==> src/ttc_pkg.sv <==
// ttc_pkg: constants and types for the trace trigger comparator
// assumes: status word layout of two channels, two bits each, current and previous cycle
package ttc_pkg;

  // ==========================================================
  // status word layout
  localparam int STATUS_W = 16;
  localparam int CUR_BASE = 0;
  localparam int PREV_BASE = 8;
  localparam int HYST_POS = 0;
  localparam int RANGE_POS = 1;
  localparam int BITS_PER_CH = 2;
  localparam int MAX_CH = 2;

  // ==========================================================
  // reset values and special codes
  localparam logic [15:0] CFG_RESET = 16'h0000;
  localparam logic [15:0] START_CONTINUOUS = 16'h8000;
  localparam logic [15:0] CNT_RESET = 16'h0000;

  // ==========================================================
  // acyclic frame reservation, in bytes
  localparam logic [4:0] ACY_MIN_BYTES = 5'h08;
  localparam logic [4:0] ACY_MAX_BYTES = 5'h1c;
  localparam logic [4:0] ACY_DEFAULT_BYTES = 5'h18;

  typedef enum logic [2:0] {
    TTC_IDLE,
    TTC_ARMED,
    TTC_DELAY,
    TTC_RECORD,
    TTC_DONE,
    TTC_CONT
  } ttc_state_t;

endpackage : ttc_pkg

==> src/ttc_trigger.sv <==
// ttc_trigger: trigger comparator and start/stop sequencing of the sample trace
// assumes: configuration inputs are held stable by the frame controller, samples arrive
// on sampleValid at the module sampling rate, all inputs synchronous to mclk
`timescale 1ns/1ps
`default_nettype none
module ttc_trigger
  import ttc_pkg::*;
#(
  parameter int CH_COUNT = 2
)(
  input wire logic mclk,
  input wire logic arst_n,
  input wire logic sampleValid,
  input wire logic [CH_COUNT*16-1:0] sampleValues,
  input wire logic [CH_COUNT*16-1:0] lowerHysteresisLimit,
  input wire logic [CH_COUNT*16-1:0] upperHysteresisLimit,
  input wire logic [15:0] triggerDesiredState,
  input wire logic [15:0] triggerSelectMask,
  input wire logic [15:0] triggerOperatorMask,
  input wire logic [15:0] traceStartOffset,
  input wire logic [15:0] traceStopPosition,
  input wire logic traceEnable,
  input wire logic [4:0] acyclicFrameBytes,
  output logic [15:0] hysteresisStatusWord,
  output logic triggerPulse,
  output logic recordActive,
  output logic [15:0] preTriggerDepth,
  output logic traceDone,
  output logic [4:0] acyclicSlotBytes
);

  // ==========================================================
  // elaboration check
  generate
    if (CH_COUNT < 1 || CH_COUNT > MAX_CH) begin : g_bad_ch
      $error("CH_COUNT must be 1 or 2");
    end
  endgenerate

  // ==========================================================
  // per channel status
  logic [STATUS_W-1:0] statusWord;
  logic [CH_COUNT-1:0] hc, rc, hp, rp;

  genvar ch;
  generate
    for (ch = 0; ch < CH_COUNT; ch++) begin : g_ch
      ttc_chan_status u_chan (
        .mclk(mclk),
        .arst_n(arst_n),
        .sampleValid(sampleValid),
        .sampleValue(sampleValues[ch*16 +: 16]),
        .lowerLimit(lowerHysteresisLimit[ch*16 +: 16]),
        .upperLimit(upperHysteresisLimit[ch*16 +: 16]),
        .hystCur(hc[ch]),
        .inRangeCur(rc[ch]),
        .hystPrev(hp[ch]),
        .inRangePrev(rp[ch])
      );
    end
  endgenerate

  always_comb begin
    statusWord = '0;
    for (int i = 0; i < CH_COUNT; i++) begin
      statusWord[CUR_BASE + i*BITS_PER_CH + HYST_POS] = hc[i];
      statusWord[CUR_BASE + i*BITS_PER_CH + RANGE_POS] = rc[i];
      statusWord[PREV_BASE + i*BITS_PER_CH + HYST_POS] = hp[i];
      statusWord[PREV_BASE + i*BITS_PER_CH + RANGE_POS] = rp[i];
    end
  end

  assign hysteresisStatusWord = statusWord;

  // ==========================================================
  // comparison
  function automatic logic cond_met(input logic [15:0] st, input logic [15:0] want,
                                    input logic [15:0] sel, input logic [15:0] ops);
    logic [15:0] match;
    logic [15:0] andSel;
    logic [15:0] orSel;
    match = ~(st ^ want);
    andSel = sel & ~ops;
    orSel = sel & ops;
    // an OR placed on an unselected bit leaves the OR group empty and neutral
    cond_met = (sel != 16'h0000) && ((match & andSel) == andSel)
               && ((orSel == 16'h0000) || ((match & orSel) != 16'h0000));
  endfunction

  logic [15:0] usedMask;
  logic condNow;
  assign usedMask = triggerSelectMask & 16'h0f0f;
  assign condNow = cond_met(statusWord, triggerDesiredState, usedMask, triggerOperatorMask);

  // status flops update on sampleValid, so compare one cycle later
  logic sampleTick_ff, nxt_sampleTick;
  logic condPrev_ff, nxt_condPrev;
  logic trigEdge;

  assign trigEdge = sampleTick_ff && condNow && !condPrev_ff;

  always_comb begin
    nxt_sampleTick = sampleValid;
    nxt_condPrev = condPrev_ff;
    if (sampleTick_ff) begin
      nxt_condPrev = condNow;
    end
  end

  always_ff @(posedge mclk or negedge arst_n) begin
    if (!arst_n) begin
      sampleTick_ff <= 1'b0;
      condPrev_ff <= 1'b0;
    end else begin
      sampleTick_ff <= nxt_sampleTick;
      condPrev_ff <= nxt_condPrev;
    end
  end

  // ==========================================================
  // start and stop sequencing
  ttc_state_t state_ff, nxt_state;
  logic [15:0] cnt_ff, nxt_cnt;
  logic [15:0] cntInc;
  logic offsetNeg, offsetCont;
  logic trigger_ff, nxt_trigger;

  assign offsetCont = (traceStartOffset == START_CONTINUOUS);
  assign offsetNeg = traceStartOffset[15];
  assign cntInc = cnt_ff + 16'h0001;

  always_comb begin
    nxt_state = state_ff;
    nxt_cnt = cnt_ff;
    nxt_trigger = trigEdge;
    case (state_ff)
      TTC_IDLE: begin
        nxt_cnt = CNT_RESET;
        if (traceEnable) begin
          nxt_state = offsetCont ? TTC_CONT : TTC_ARMED;
        end
      end
      TTC_ARMED: begin
        nxt_cnt = CNT_RESET;
        if (trigEdge) begin
          if (offsetNeg || traceStartOffset == 16'h0000) begin
            // stop counted from the trigger sample
            nxt_state = (traceStopPosition == 16'h0000) ? TTC_DONE : TTC_RECORD;
          end else begin
            nxt_state = TTC_DELAY;
          end
        end
      end
      TTC_DELAY: begin
        if (sampleTick_ff) begin
          nxt_cnt = cntInc;
          if (cntInc == traceStartOffset) begin
            nxt_cnt = CNT_RESET;
            // stop counted from the first recorded sample
            nxt_state = (traceStopPosition == 16'h0000) ? TTC_DONE : TTC_RECORD;
          end
        end
      end
      TTC_RECORD: begin
        if (sampleTick_ff) begin
          nxt_cnt = cntInc;
          if (cntInc == traceStopPosition) begin
            nxt_state = TTC_DONE;
          end
        end
      end
      TTC_DONE: begin
        nxt_cnt = cnt_ff;
      end
      TTC_CONT: begin
        nxt_cnt = CNT_RESET;
      end
      default: begin
        nxt_state = TTC_IDLE;
      end
    endcase
    if (!traceEnable) begin
      nxt_state = TTC_IDLE;
    end
  end

  always_ff @(posedge mclk or negedge arst_n) begin
    if (!arst_n) begin
      state_ff <= TTC_IDLE;
      cnt_ff <= CNT_RESET;
      trigger_ff <= 1'b0;
    end else begin
      state_ff <= nxt_state;
      cnt_ff <= nxt_cnt;
      trigger_ff <= nxt_trigger;
    end
  end

  // ==========================================================
  // outputs
  // in ARMED with a negative offset the memory keeps a rolling pre-trigger window
  assign recordActive = (state_ff == TTC_RECORD) || (state_ff == TTC_CONT)
                        || (state_ff == TTC_ARMED && offsetNeg && !offsetCont);
  assign preTriggerDepth = (offsetNeg && !offsetCont) ? (16'h0000 - traceStartOffset) : 16'h0000;
  assign traceDone = (state_ff == TTC_DONE);
  assign triggerPulse = trigger_ff;

  // ==========================================================
  // acyclic frame reservation
  logic [4:0] acySize_ff, nxt_acySize;

  always_comb begin
    nxt_acySize = acySize_ff;
    // only taken while the trace is stopped; a running size is never changed
    if (!traceEnable) begin
      if (acyclicFrameBytes >= ACY_MIN_BYTES && acyclicFrameBytes <= ACY_MAX_BYTES) begin
        nxt_acySize = acyclicFrameBytes;
      end else begin
        nxt_acySize = ACY_DEFAULT_BYTES;
      end
    end
  end

  always_ff @(posedge mclk or negedge arst_n) begin
    if (!arst_n) begin
      acySize_ff <= ACY_DEFAULT_BYTES;
    end else begin
      acySize_ff <= nxt_acySize;
    end
  end

  assign acyclicSlotBytes = acySize_ff;
endmodule : ttc_trigger
`default_nettype wire

==> src/ttc_chan_status.sv <==
// ttc_chan_status: hysteresis and in-range status of one input channel
// assumes: sampleValid pulses once per configured sampling period
`timescale 1ns/1ps
`default_nettype none
module ttc_chan_status
  import ttc_pkg::*;
(
  input wire logic mclk,
  input wire logic arst_n,
  input wire logic sampleValid,
  input wire logic signed [15:0] sampleValue,
  input wire logic signed [15:0] lowerLimit,
  input wire logic signed [15:0] upperLimit,
  output logic hystCur,
  output logic inRangeCur,
  output logic hystPrev,
  output logic inRangePrev
);

  // ==========================================================
  // status registers
  logic hystCur_ff, inRangeCur_ff, hystPrev_ff, inRangePrev_ff;
  logic nxt_hystCur, nxt_inRangeCur, nxt_hystPrev, nxt_inRangePrev;

  always_comb begin
    nxt_hystCur = hystCur_ff;
    nxt_inRangeCur = inRangeCur_ff;
    nxt_hystPrev = hystPrev_ff;
    nxt_inRangePrev = inRangePrev_ff;
    if (sampleValid) begin
      // between the limits the hysteresis bit keeps its last side
      if (sampleValue > upperLimit) begin
        nxt_hystCur = 1'b1;
      end else if (sampleValue < lowerLimit) begin
        nxt_hystCur = 1'b0;
      end
      nxt_inRangeCur = (sampleValue >= lowerLimit) && (sampleValue <= upperLimit);
      nxt_hystPrev = hystCur_ff;
      nxt_inRangePrev = inRangeCur_ff;
    end
  end

  always_ff @(posedge mclk or negedge arst_n) begin
    if (!arst_n) begin
      hystCur_ff <= 1'b0;
      inRangeCur_ff <= 1'b0;
      hystPrev_ff <= 1'b0;
      inRangePrev_ff <= 1'b0;
    end else begin
      hystCur_ff <= nxt_hystCur;
      inRangeCur_ff <= nxt_inRangeCur;
      hystPrev_ff <= nxt_hystPrev;
      inRangePrev_ff <= nxt_inRangePrev;
    end
  end

  assign hystCur = hystCur_ff;
  assign inRangeCur = inRangeCur_ff;
  assign hystPrev = hystPrev_ff;
  assign inRangePrev = inRangePrev_ff;
endmodule : ttc_chan_status
`default_nettype wire

==> config.mk <==
export PLATFORM = sky130hd
export DESIGN_NAME = ttc_trigger
export DESIGN_NICKNAME = d
export VERILOG_FILES = /design/src/ttc_pkg.sv /design/src/ttc_trigger.sv /design/src/ttc_chan_status.sv
export SDC_FILE = /design/constraint.sdc
export NUM_CORES = 1
export LEC_CHECK = 0
export BUFFER_PORTS_ARGS = -buffer_cell sky130_fd_sc_hd__buf_2
export CORE_ASPECT_RATIO = 0.8
export CORE_MARGIN = 1
export CORE_UTILIZATION = 45
export CTS_CLUSTER_DIAMETER = 50
export CTS_CLUSTER_SIZE = 40
export DETAILED_ROUTE_END_ITERATION = 10
export PLACE_DENSITY_LB_ADDON = 0.25
export SYNTH_ARGS = -nofsm -noshare
export SYNTH_HDL_FRONTEND = slang
export SYNTH_SLANG_ARGS = --single-unit
==> constraint.sdc <==
create_clock -name mclk -period 3.4 [get_ports mclk]
set_input_delay 0.51 -clock mclk [delete_from_list [all_inputs] [get_ports mclk]]
set_output_delay 0.51 -clock mclk [all_outputs]
set_load 0.005 [all_outputs]
==> flow_summary.toml, run 1 <==
[status]
status = "complete, no violations"

[synth]
avgSynthCellArea_sq_um = 7.749
ys.flop_type = "dfrtp_1"
synth_warnings = 0
yosys_register_bits = 35
synth_cells = 674
synth_cell_types = 75
synth_area_sq_mm = 0.005223
async_reset_ff_share_pct = 100.0
ys_seq_area_share_pct = 16.82
synth-edff-count = 0

[pwr]
power.total_w = 0.001720
p_leak_nw = 3.312
power_density_mw_per_mm2 = 267.3
irDropWorstVdd_uv = 220.2

[global_route]
grt_pass1_vias = 5324
grt_overflow = 0
grtUsageTotal_pct = 25.93
antenna_found_initial = 0
grt_max_degree = 36
grt_pass1_wl_mm = 24.98

[job]
maxCapViolations = 0

[clock_tree]
numCtsBuffers = 5
path_clk_slew_ns = 0.06
clock-sinks = 35
cts-root-buf = "clkbuf_16"
clk_latency_ns = 0.28
cts_hold_buf = 0
htreeDepth = 2
clk_path_buf_depth = 2
cts_tree = "yes"

[timing]
holdWs_ns = 0.3095
worstMarginPinSlew_ns = 0.7944
clock.fmax_mhz = 313.9
fin_crit_sh_pct = 93.71
relSlewSlack_pct = 47.04
hold_viol_final = 0
rsz0062_at_grt = "no"
setup_ws_ns = 0.2138
finalSetupTns_ns = 0
setup_viol = 0
skew_ns = 0.003890
drv_slew = 0
min_period_ns = 3.186

[placed_design]
port_buffers = 192
place_area_sq_mm = 0.006259
place_ws_ns = 0.1744
gp_congestion = 0.9017
dp_hpwl_mm = 13.01

[drt]
drt-pass1-iter-count = 5
route.vias.total = 5461
drc = 0
finalWirelength_mm = 15.36
detailedRoute.firstIterationViolations = 268
wire_per_inst_um = 15.41
viasPerCell = 5.477
antenna_left = 0

[cells_and_area]
nets = 1103
area_growth_pct = 23.22
diodes = 0
design_area_sq_mm = 0.006435
drive_gt1_share_pct = 29.19

[die]
core-area_sq_mm = 0.01110
die-height_um = 98.36
die_x_um = 122.4
fp-row-count = 34
start_util_pct = 47.04
die-area_sq_mm = 0.01204
io_pins = 225

[setup_path]
cp_max_fo = 10
r2r_start = "cnt_ff[6]"
crit_path_end_kind = "register"
reg2reg_to = "cnt_ff[12]"
reg2reg_setup_slack_ns = 0.21
required_ns = 3.59
startpoint_type = "register"
critical_path_class = "register to register"
cp-startpoint = "cnt_ff[6]"
crit_end = "cnt_ff[12]"
worstPathArrival_ns = 3.38
reg2reg_depth = 9

[hold_path]
min_path_type = "input port to async pin"
repair_timing:
item,4_1_cts,5_1_grt
endpoints found under the setup margin,0,11
resized for setup,0,5
hold endpoints to repair,0,0
buffers inserted,0,0
state kept, by name, summed over array words and instances, names as in the netlist:
signal,count
g_ch.u_chan.hystPrev,2
g_ch.u_chan.inRangeCur,2
g_ch.u_chan.hystCur,2
acyclicSlotBytes,5
condPrev_ff,1
triggerPulse,1
cnt_ff,16
g_ch.u_chan.inRangePrev,2
state_ff,3
sampleTick_ff,1
synthesized netlist by cell type (4+ instances only):
cell      number  share of area [%]
and2_1         5               0.60
and4_1         6                1.0
nor3_1        14                1.3
mux2i_1       11                2.1
and3_1         5               0.60
nor4_1        11                1.3
a21oi_1       38                3.6
or3_1          9                1.1
inv_1         83                6.0
o21ai_0       24                2.3
nand3b_1       6               0.86
nand4_1       21                2.5
dfrtp_1       33                 16
nand3_1       23                2.2
mux2_2         5                1.1
buf_4         19                2.7
xnor2_1       36                6.0
o21a_1         8                1.2
a21o_1        21                3.0
nand2b_1      14                1.7
o221ai_1       4               0.67
buf_1          4               0.29
ha_1          66                 16
nor2_1        40                2.9
or2_2          4               0.48
nand2_1       39                2.8
xor2_1        24                4.0
nor2b_1        9                1.1
o22ai_1        4               0.48
clkbuf_1      14                1.0
buf_2          9               0.86
worst min-delay path by stage:
| stage | endpoint | slack [ns] | cells after the start | start |
|---|---|---|---|---|
| floorplan | acyclicSlotBytes[0] | 0.21 | 0 | arst_n |
| global placement | acyclicSlotBytes[4] | 0.46 | 2 | acyclicSlotBytes[4] |
| detailed placement | acyclicSlotBytes[4] | 0.46 | 2 | acyclicSlotBytes[4] |
| CTS | cnt_ff[0] | 0.35 | 1 | arst_n |
| global route | cnt_ff[1] | 0.37 | 1 | arst_n |
| finish | cnt_ff[0] | 0.31 | 1 | arst_n |
critical path, cell delays in order, from the launching register on:
cell and delay, ns:
dfrtp_1 0.58, nand4_4 0.29, or4_1 0.65, or3_1 0.33
o211ai_1 0.16, nor4_4 0.09, a31oi_2 0.44, buf_4 0.26
a21oi_1 0.09, o21ai_0 0.18
logic make-up (layout without fill, tap and decap cells):
family | after synthesis | after routing | synth area share [%]
AOI/OAI and AO/OA | 141 | 141 | 18.42
xor gates and xnor gates | 60 | 60 | 10.06
and+or+nand+nor | 222 | 222 | 23.93
buffers and inverters | 132 | 304 | 11.50
other | 1 | 8 | 0.07180
DFF | 35 | 35 | 16.82
muxes | 16 | 16 | 3.186
adders and majority gates | 67 | 67 | 16.00
report_power, final:
| group | internal (W) | total, W | switching, W |
|---|---|---|---|
| sequential | 0.000462 | 0.000510 | 0.0000484 |
| combinational | 0.000340 | 0.000724 | 0.000384 |
| clock | 0.000312 | 0.000485 | 0.000173 |
| total | 0.00111 | 0.00172 | 0.000606 |
per-layer routing:
metal	global-route usage [%]	wire length (um)	share of wire, %	vias up
met5	0	0	0	-
met4	5.910	266	1.7	0
met3	5.841	1202	7.8	28
met2	41.62	6830	44	209
met1	35.11	7059	46	2511
li1	-	-	-	2713
placed cells by master, fill, tap and decap left out, types with 10 or more instances in the layout:
cell / count
xnor2_1: 36
ha_1: 65
mux2i_1: 11
dfrtp_1: 32
nand4_1: 21
inv_1: 83
a21oi_1: 38
nor2_1: 40
nand2_1: 39
o21ai_0: 24
buf_4: 21
nor4_1: 10
nor3_1: 14
buf_2: 192
nand3_1: 23
xor2_1: 24
a21o_1: 21
nand2b_1: 14
per-stage QoR:
stage / utilization [%] / cells
3_3_place_gp: 56.37 / 989
6_report: 57.96 / 997
4_1_cts: 57.78 / 997
2_1_floorplan: - / 681
5_1_grt: 57.96 / 997
3_5_place_dp: 56.37 / 989
cell type report:
| class | count | area [sq um] |
|---|---|---|
| clock buffer | 8 | 156.4 |
| fill | 1085 | 4668 |
| inverter | 83 | 311.5 |
| multi-input combinational | 514 | 3789 |
| sequential | 35 | 879.6 |
| tap | 144 | 180.2 |
| timing repair buffer | 213 | 1119 |
Note: power is estimated with default switching activity, not from simulation.
==> run 2, diff against run 1 <==
--- a/config.mk
+++ b/config.mk
@@ -9,6 +9,7 @@
 export CORE_ASPECT_RATIO = 0.8
 export CORE_MARGIN = 1
 export CORE_UTILIZATION = 45
+export CTS_BUF_LIST = sky130_fd_sc_hd__clkbuf_8
 export CTS_CLUSTER_DIAMETER = 50
 export CTS_CLUSTER_SIZE = 40
 export DETAILED_ROUTE_END_ITERATION = 10
==> flow_summary.toml, run 2 (synthesis gave the netlist of run 1 again) <==
[setup_path]
r2r_start = "cnt_ff[6]"
reg2reg_depth = 9
startpoint_type = "register"
crit_path_end_kind = "register"
reg2reg_to = "cnt_ff[12]"
path_cells = "nand4_4, or4_1, or3_1, o211ai_1, nor4_4, a31oi_2, buf_4, a21oi_1, o21ai_0"
worstPathArrival_ns = 3.43
slowest_delay_ns = 0.65
critical_path_class = "register to register"
cp_max_fo = 10
required_ns = 3.62
reg2reg_setup_slack_ns = 0.19
critPathSlowestCell = "or4_1"

[die]
die_x_um = 122.4
start_util_pct = 47.04
die-area_sq_mm = 0.01204
fp-row-count = 34
io_pins = 225
core-area_sq_mm = 0.01110
die-height_um = 98.36

[clock_tree]
cts_tree = "yes"
post_cts_buffers = 0
clk_path_buf_depth = 2
cts-root-buf = "clkbuf_8"
path_clk_slew_ns = 0.07
clock-sinks = 35
clk_latency_ns = 0.30
numCtsBuffers = 5
htreeDepth = 2

[placed_design]
gp_congestion = 0.9017
dp_hpwl_mm = 13.01
port_buffers = 192
place_ws_ns = 0.1744

[drt]
finalWirelength_mm = 15.42
viasPerCell = 5.520
drc = 0
wire_per_inst_um = 15.47
antenna_left = 0
detailedRoute.firstIterationViolations = 282
route.vias.total = 5503
drt-pass1-iter-count = 7

[timing]
skew_ns = 0.003850
hold_viol_final = 0
holdWs_ns = 0.2842
min_period_ns = 3.212
finalSetupTns_ns = 0
setup_viol = 0
worstMarginPinSlew_ns = 0.7965
setup_ws_ns = 0.1882
drv_slew = 0
fin_crit_sh_pct = 94.47
rsz0062_at_grt = "no"
relSlewSlack_pct = 46.90
clock.fmax_mhz = 311.3

[pwr]
pwr-share-clk_pct = 21.8
power_frac_seq_pct = 32.3
combPwrFrac_pct = 45.9
p_sw_w = 0.0005941
intPower_w = 0.0009833
netSwitchingFraction_pct = 37.66
irDropWorstVdd_uv = 227.0
p_leak_nw = 3.291
power_density_mw_per_mm2 = 247.3

[global_route]
grt_max_degree = 36
antenna_found_initial = 0
grt_pass1_wl_mm = 25.04
grt_pass1_vias = 5331
grt_overflow = 0
grtUsageTotal_pct = 26.03

[cells_and_area]
largest_register = "cnt_ff"
multi_input_area_sq_mm = 0.003789
final_common_cell = "buf_2"
nets = 1103
final_core_util_pct = 57.45
largest_reg_flops = 16
diodes = 0
register_area_sq_um = 879.6
area_growth_pct = 22.14
nFillCells = 1093
drive_gt1_share_pct = 29.19
final_cell_mix = "192 x buf_2, 84 x inv_1, 65 x ha_1, 40 x nor2_1, 39 x nand2_1"

[status]
status = "complete, no violations"

[job]
maxCapViolations = 0

[hold_path]
min_path_type = "input port to async pin"
run 2: cell types whose count changed in the layout (fill, tap and decap cells not counted):
cell       delta
clkbuf_1      -1
inv_1         +1
clkbuf_8      +5
clkbuf_16     -5
run 2: final cells by class:
| cell class | instances | share of cell area [%] |
|---|---|---|
| timing repair buffer | 213 | 17.54 |
| sequential | 35 | 13.79 |
| tap | 144 | 2.825 |
| multi-input combinational | 514 | 59.40 |
| clock buffer | 7 | 1.510 |
| inverter | 83 | 4.884 |
| clock inverter | 1 | 0.05885 |
run 2: power groups by stage:
stage | Combinational [W] | Clock [W] | Sequential (W)
after floorplan | 0.000474 | 0 | 0.000495
after global placement | 0.000694 | 0 | 0.000514
after detailed placement | 0.000714 | 0 | 0.000517
after CTS | 0.000721 | 0.000349 | 0.000510
after global routing | 0.000813 | 0.000367 | 0.000518
final | 0.000724 | 0.000344 | 0.000509
run 2: worst max-delay path, delay by kind of cell (launching register included):
kind / cells / cell delay (ns)
simple gates: 4 / 1.37
compound gates: 4 / 0.88
flops: 1 / 0.59
buf+inv: 1 / 0.26
run 2: routing by layer:
layer	global-route usage (%)	wire length, um	vias to the layer above
met3	6.542	1142	34
met5	0	0	-
met2	41.66	6881	193
li1	-	-	2708
met1	34.72	7082	2568
met4	6.473	316	0
run 2: worst max path at each step:
stage                                    from                   to  depth (start not counted)
after detailed placement            cnt_ff[1]            cnt_ff[6]                         10
final                               cnt_ff[6]           cnt_ff[12]                          9
after global routing                cnt_ff[6]           cnt_ff[12]                          9
after CTS                           cnt_ff[1]           cnt_ff[12]                         10
after global placement    traceStartOffset[1]  preTriggerDepth[13]                         10
after floorplan           traceStartOffset[2]  preTriggerDepth[13]                          9
run 2: metrics by stage:
step            power, W  instances  instance area [sq um]
2_1_floorplan  0.0009687        681                   5249
3_3_place_gp    0.001209        989                   6259
3_5_place_dp    0.001231        989                   6259
4_1_cts         0.001580        997                   6359
5_1_grt         0.001698        997                   6379
6_report        0.001577        997                   6379
run 2: repair_timing:
action	4_1_cts	5_1_grt
endpoints found under the setup margin	0	12
gates resized for setup	0	5
hold buffers	0	0
==> run 3, diff against run 2 <==
--- a/config.mk
+++ b/config.mk
@@ -5,6 +5,7 @@
 export SDC_FILE = /design/constraint.sdc
 export NUM_CORES = 1
 export LEC_CHECK = 0
+export ABC_AREA = 1
 export BUFFER_PORTS_ARGS = -buffer_cell sky130_fd_sc_hd__buf_2
 export CORE_ASPECT_RATIO = 0.8
 export CORE_MARGIN = 1
@@ -13,7 +14,7 @@
 export CTS_CLUSTER_DIAMETER = 50
 export CTS_CLUSTER_SIZE = 40
 export DETAILED_ROUTE_END_ITERATION = 10
-export PLACE_DENSITY_LB_ADDON = 0.25
+export PLACE_DENSITY = 0.74
 export SYNTH_ARGS = -nofsm -noshare
 export SYNTH_HDL_FRONTEND = slang
 export SYNTH_SLANG_ARGS = --single-unit
==> flow_summary.toml, run 3 <==
[global_route]
grt_overflow = 0
antenna_found_initial = 0
grtUsageTotal_pct = 22.66
grt_max_degree = 36
grt_pass1_wl_mm = 22.93
grt_pass1_vias = 5394

[clock_tree]
cts-resized-gates = 0
clock-sinks = 35
cts-root-buf = "clkbuf_8"
htreeDepth = 2
cts_tree = "yes"
numCtsBuffers = 5
post_cts_buffers = 0
clk_latency_ns = 0.29
cts_hold_buf = 0
path_clk_slew_ns = 0.08
clk_path_buf_depth = 2

[placed_design]
place_ws_ns = 0.3012
port_buffers = 192
gp_congestion = 0.9038
dp_cells = 1207
dp_hpwl_mm = 11.91

[die]
die-height_um = 99.74
die_x_um = 124.2
io_pins = 225
core-area_sq_mm = 0.01156
fp-row-count = 35
die-area_sq_mm = 0.01239
start_util_pct = 46.48

[drt]
m1WireLength_mm = 6.779
wire_per_inst_um = 11.21
antenna_left = 0
drt-pass1-iter-count = 7
top_layer = "met4"
route.vias.total = 5921
detailedRoute.firstIterationViolations = 265
finalWirelength_mm = 13.62
drc = 0
wl_met2_mm = 5.858
viasPerCell = 4.873
wl_met3_um = 887

[cells_and_area]
final_cell_mix = "246 x nand2_1, 192 x buf_2, 151 x inv_1, 88 x nor2_1, 76 x nand3_1"
diodes = 0
largest_register = "cnt_ff"
final_common_cell = "nand2_1"
nFillCells = 1247
final_cells = 1215
drive_gt1_share_pct = 23.43
nets = 1317
area_growth_pct = 21.14
largest_reg_flops = 16

[setup_path]
path_buf_inv = 3
path_cells = "buf_2, inv_1, ha_1, nand2_1, nor3_1, nand2_1, nor2_1, nand3_1, nor2_1, nand2_1, nand2_1, o221ai_1, buf_2"
path_delay_family = "simple AND/OR/NAND/NOR gates"
crit_path_frequent_cell = "nand2_1"
critPathSlowestCell = "nand2_1"
slowest_delay_ns = 0.41
cp_max_fo = 17
required_ns = 2.89
startpoint_type = "input port"
critical_path_class = "input port to primary output"
crit_path_end_kind = "primary output"
worstPathArrival_ns = 2.58

[job]
maxCapViolations = 0

[synth]
synth_cells = 883
ys.flop_type = "dfrtp_1"
synthSimpleGateAreaFrac_pct = 42.21
synth_cell_types = 39
synth.most_common_cell = "nand2_1"
synth_xor_area_share_pct = 3.306
ys_top_cells_by_area = "nand2_1 17%, dfrtp_1 15%, ha_1 15%"
synth_top_cell_by_area = "nand2_1"
synth_top_family_by_area = "simple AND/OR/NAND/NOR gates"
ys_seq_area_share_pct = 16.34
yosysTopAreaCellShare_pct = 17.18
async_reset_ff_share_pct = 100.0
synth-edff-count = 0
synthAdderAreaFrac_pct = 15.37
synth-compound-area-share_pct = 8.778
netlist_top_cells_count = "246 x nand2_1, 151 x inv_1, 88 x nor2_1, 76 x nand3_1, 66 x ha_1"
synthMuxAreaShare_pct = 0
synth_area_sq_mm = 0.005374
yosys_register_bits = 35
avgSynthCellArea_sq_um = 6.086
synth_warnings = 0

[timing]
setup_ws_ns = 0.3100
drv_slew = 0
relSlewSlack_pct = 37.90
fin_crit_sh_pct = 90.88
clock.fmax_mhz = 323.6
skew_ns = 0.005513
min_period_ns = 3.090
worstMarginPinSlew_ns = 0.9305
hold_viol_final = 0
setup_viol = 0
rsz0062_at_grt = "no"
finalSetupTns_ns = 0

[pwr]
irDropWorstVdd_uv = 208.7
power_density_mw_per_mm2 = 264.0
p_leak_nw = 3.939

[hold_path]
min_path_type = "input port to async pin"

[status]
status = "complete, no violations"
[run 3: cell count changes after synthesis, sizes merged, moves of 11 or more]
cell	delta
nand3	+55
xnor2	-30
nand2	+232
a21o	-21
xor2	-15
mux2i	-11
nor2	+58
buf	-17
inv	+71
nand2b	-14
[run 3: final cells by class]
type	instances	area, sq um	share of cell area, %
inverter	155	586.8	9.014
sequential	35	878.3	13.49
clock inverter	2	35.03	0.5382
multi-input combinational	676	3774	57.97
clock buffer	6	82.58	1.268
tap	148	185.2	2.845
timing repair buffer	193	968.4	14.88
[run 3: cell families (layout without fill, tap and decap cells)]
family,count (synthesis),count (layout)
and+or+nand+nor,501,501
buffers and inverters,179,356
AOI/OAI and AO/OA,84,84
adders and majority gates,66,66
DFF,35,35
xor gates and xnor gates,17,17
other,1,8
[run 3: through the flow]
stage               area, sq um  power [W]  hold slack, ns  utilization [%]
finish                     6510   0.001718          0.2857            56.31
global route               6510   0.001888          0.3463            56.31
CTS                        6510   0.001738          0.3205            56.31
detailed placement         6392   0.001337          0.4531            55.29
global placement           6392   0.001325          0.4425            55.29
floorplan                  5400   0.001092          0.2144                -
[run 3: power breakdown]
group / total (W) / leakage, nW / switching (W) / internal (W)
Clock: 0.000395 / 0.0612 / 0.000157 / 0.000237
Sequential: 0.000522 / 0.460 / 0.0000567 / 0.000466
Combinational: 0.000801 / 3.42 / 0.000479 / 0.000322
[run 3: path summary, 6_finish.rpt]
check / cells past startpoint / from / endpoint / slack (ns)
setup reg to reg: 14 / cnt_ff[0] / cnt_ff[6] / 0.65
hold reg to reg: 1 / sampleTick_ff / condPrev_ff / 0.46
hold / removal: 1 / arst_n / state_ff[0] / 0.29
min in group mclk: 2 / acyclicFrameBytes[3] / acyclicSlotBytes[4] / 0.39
max in group asynchronous: 1 / arst_n / g_ch[1].u_chan.hystPrev / 2.61
setup / recovery: 13 / traceStartOffset[0] / recordActive / 0.31
[run 3: layer usage]
layer / GRT usage (%) / up-vias
met3: 4.472 / 10
li1: - / 3170
met2: 36.38 / 155
met4: 2.839 / 0
met1: 31.98 / 2586
met5: 0 / -
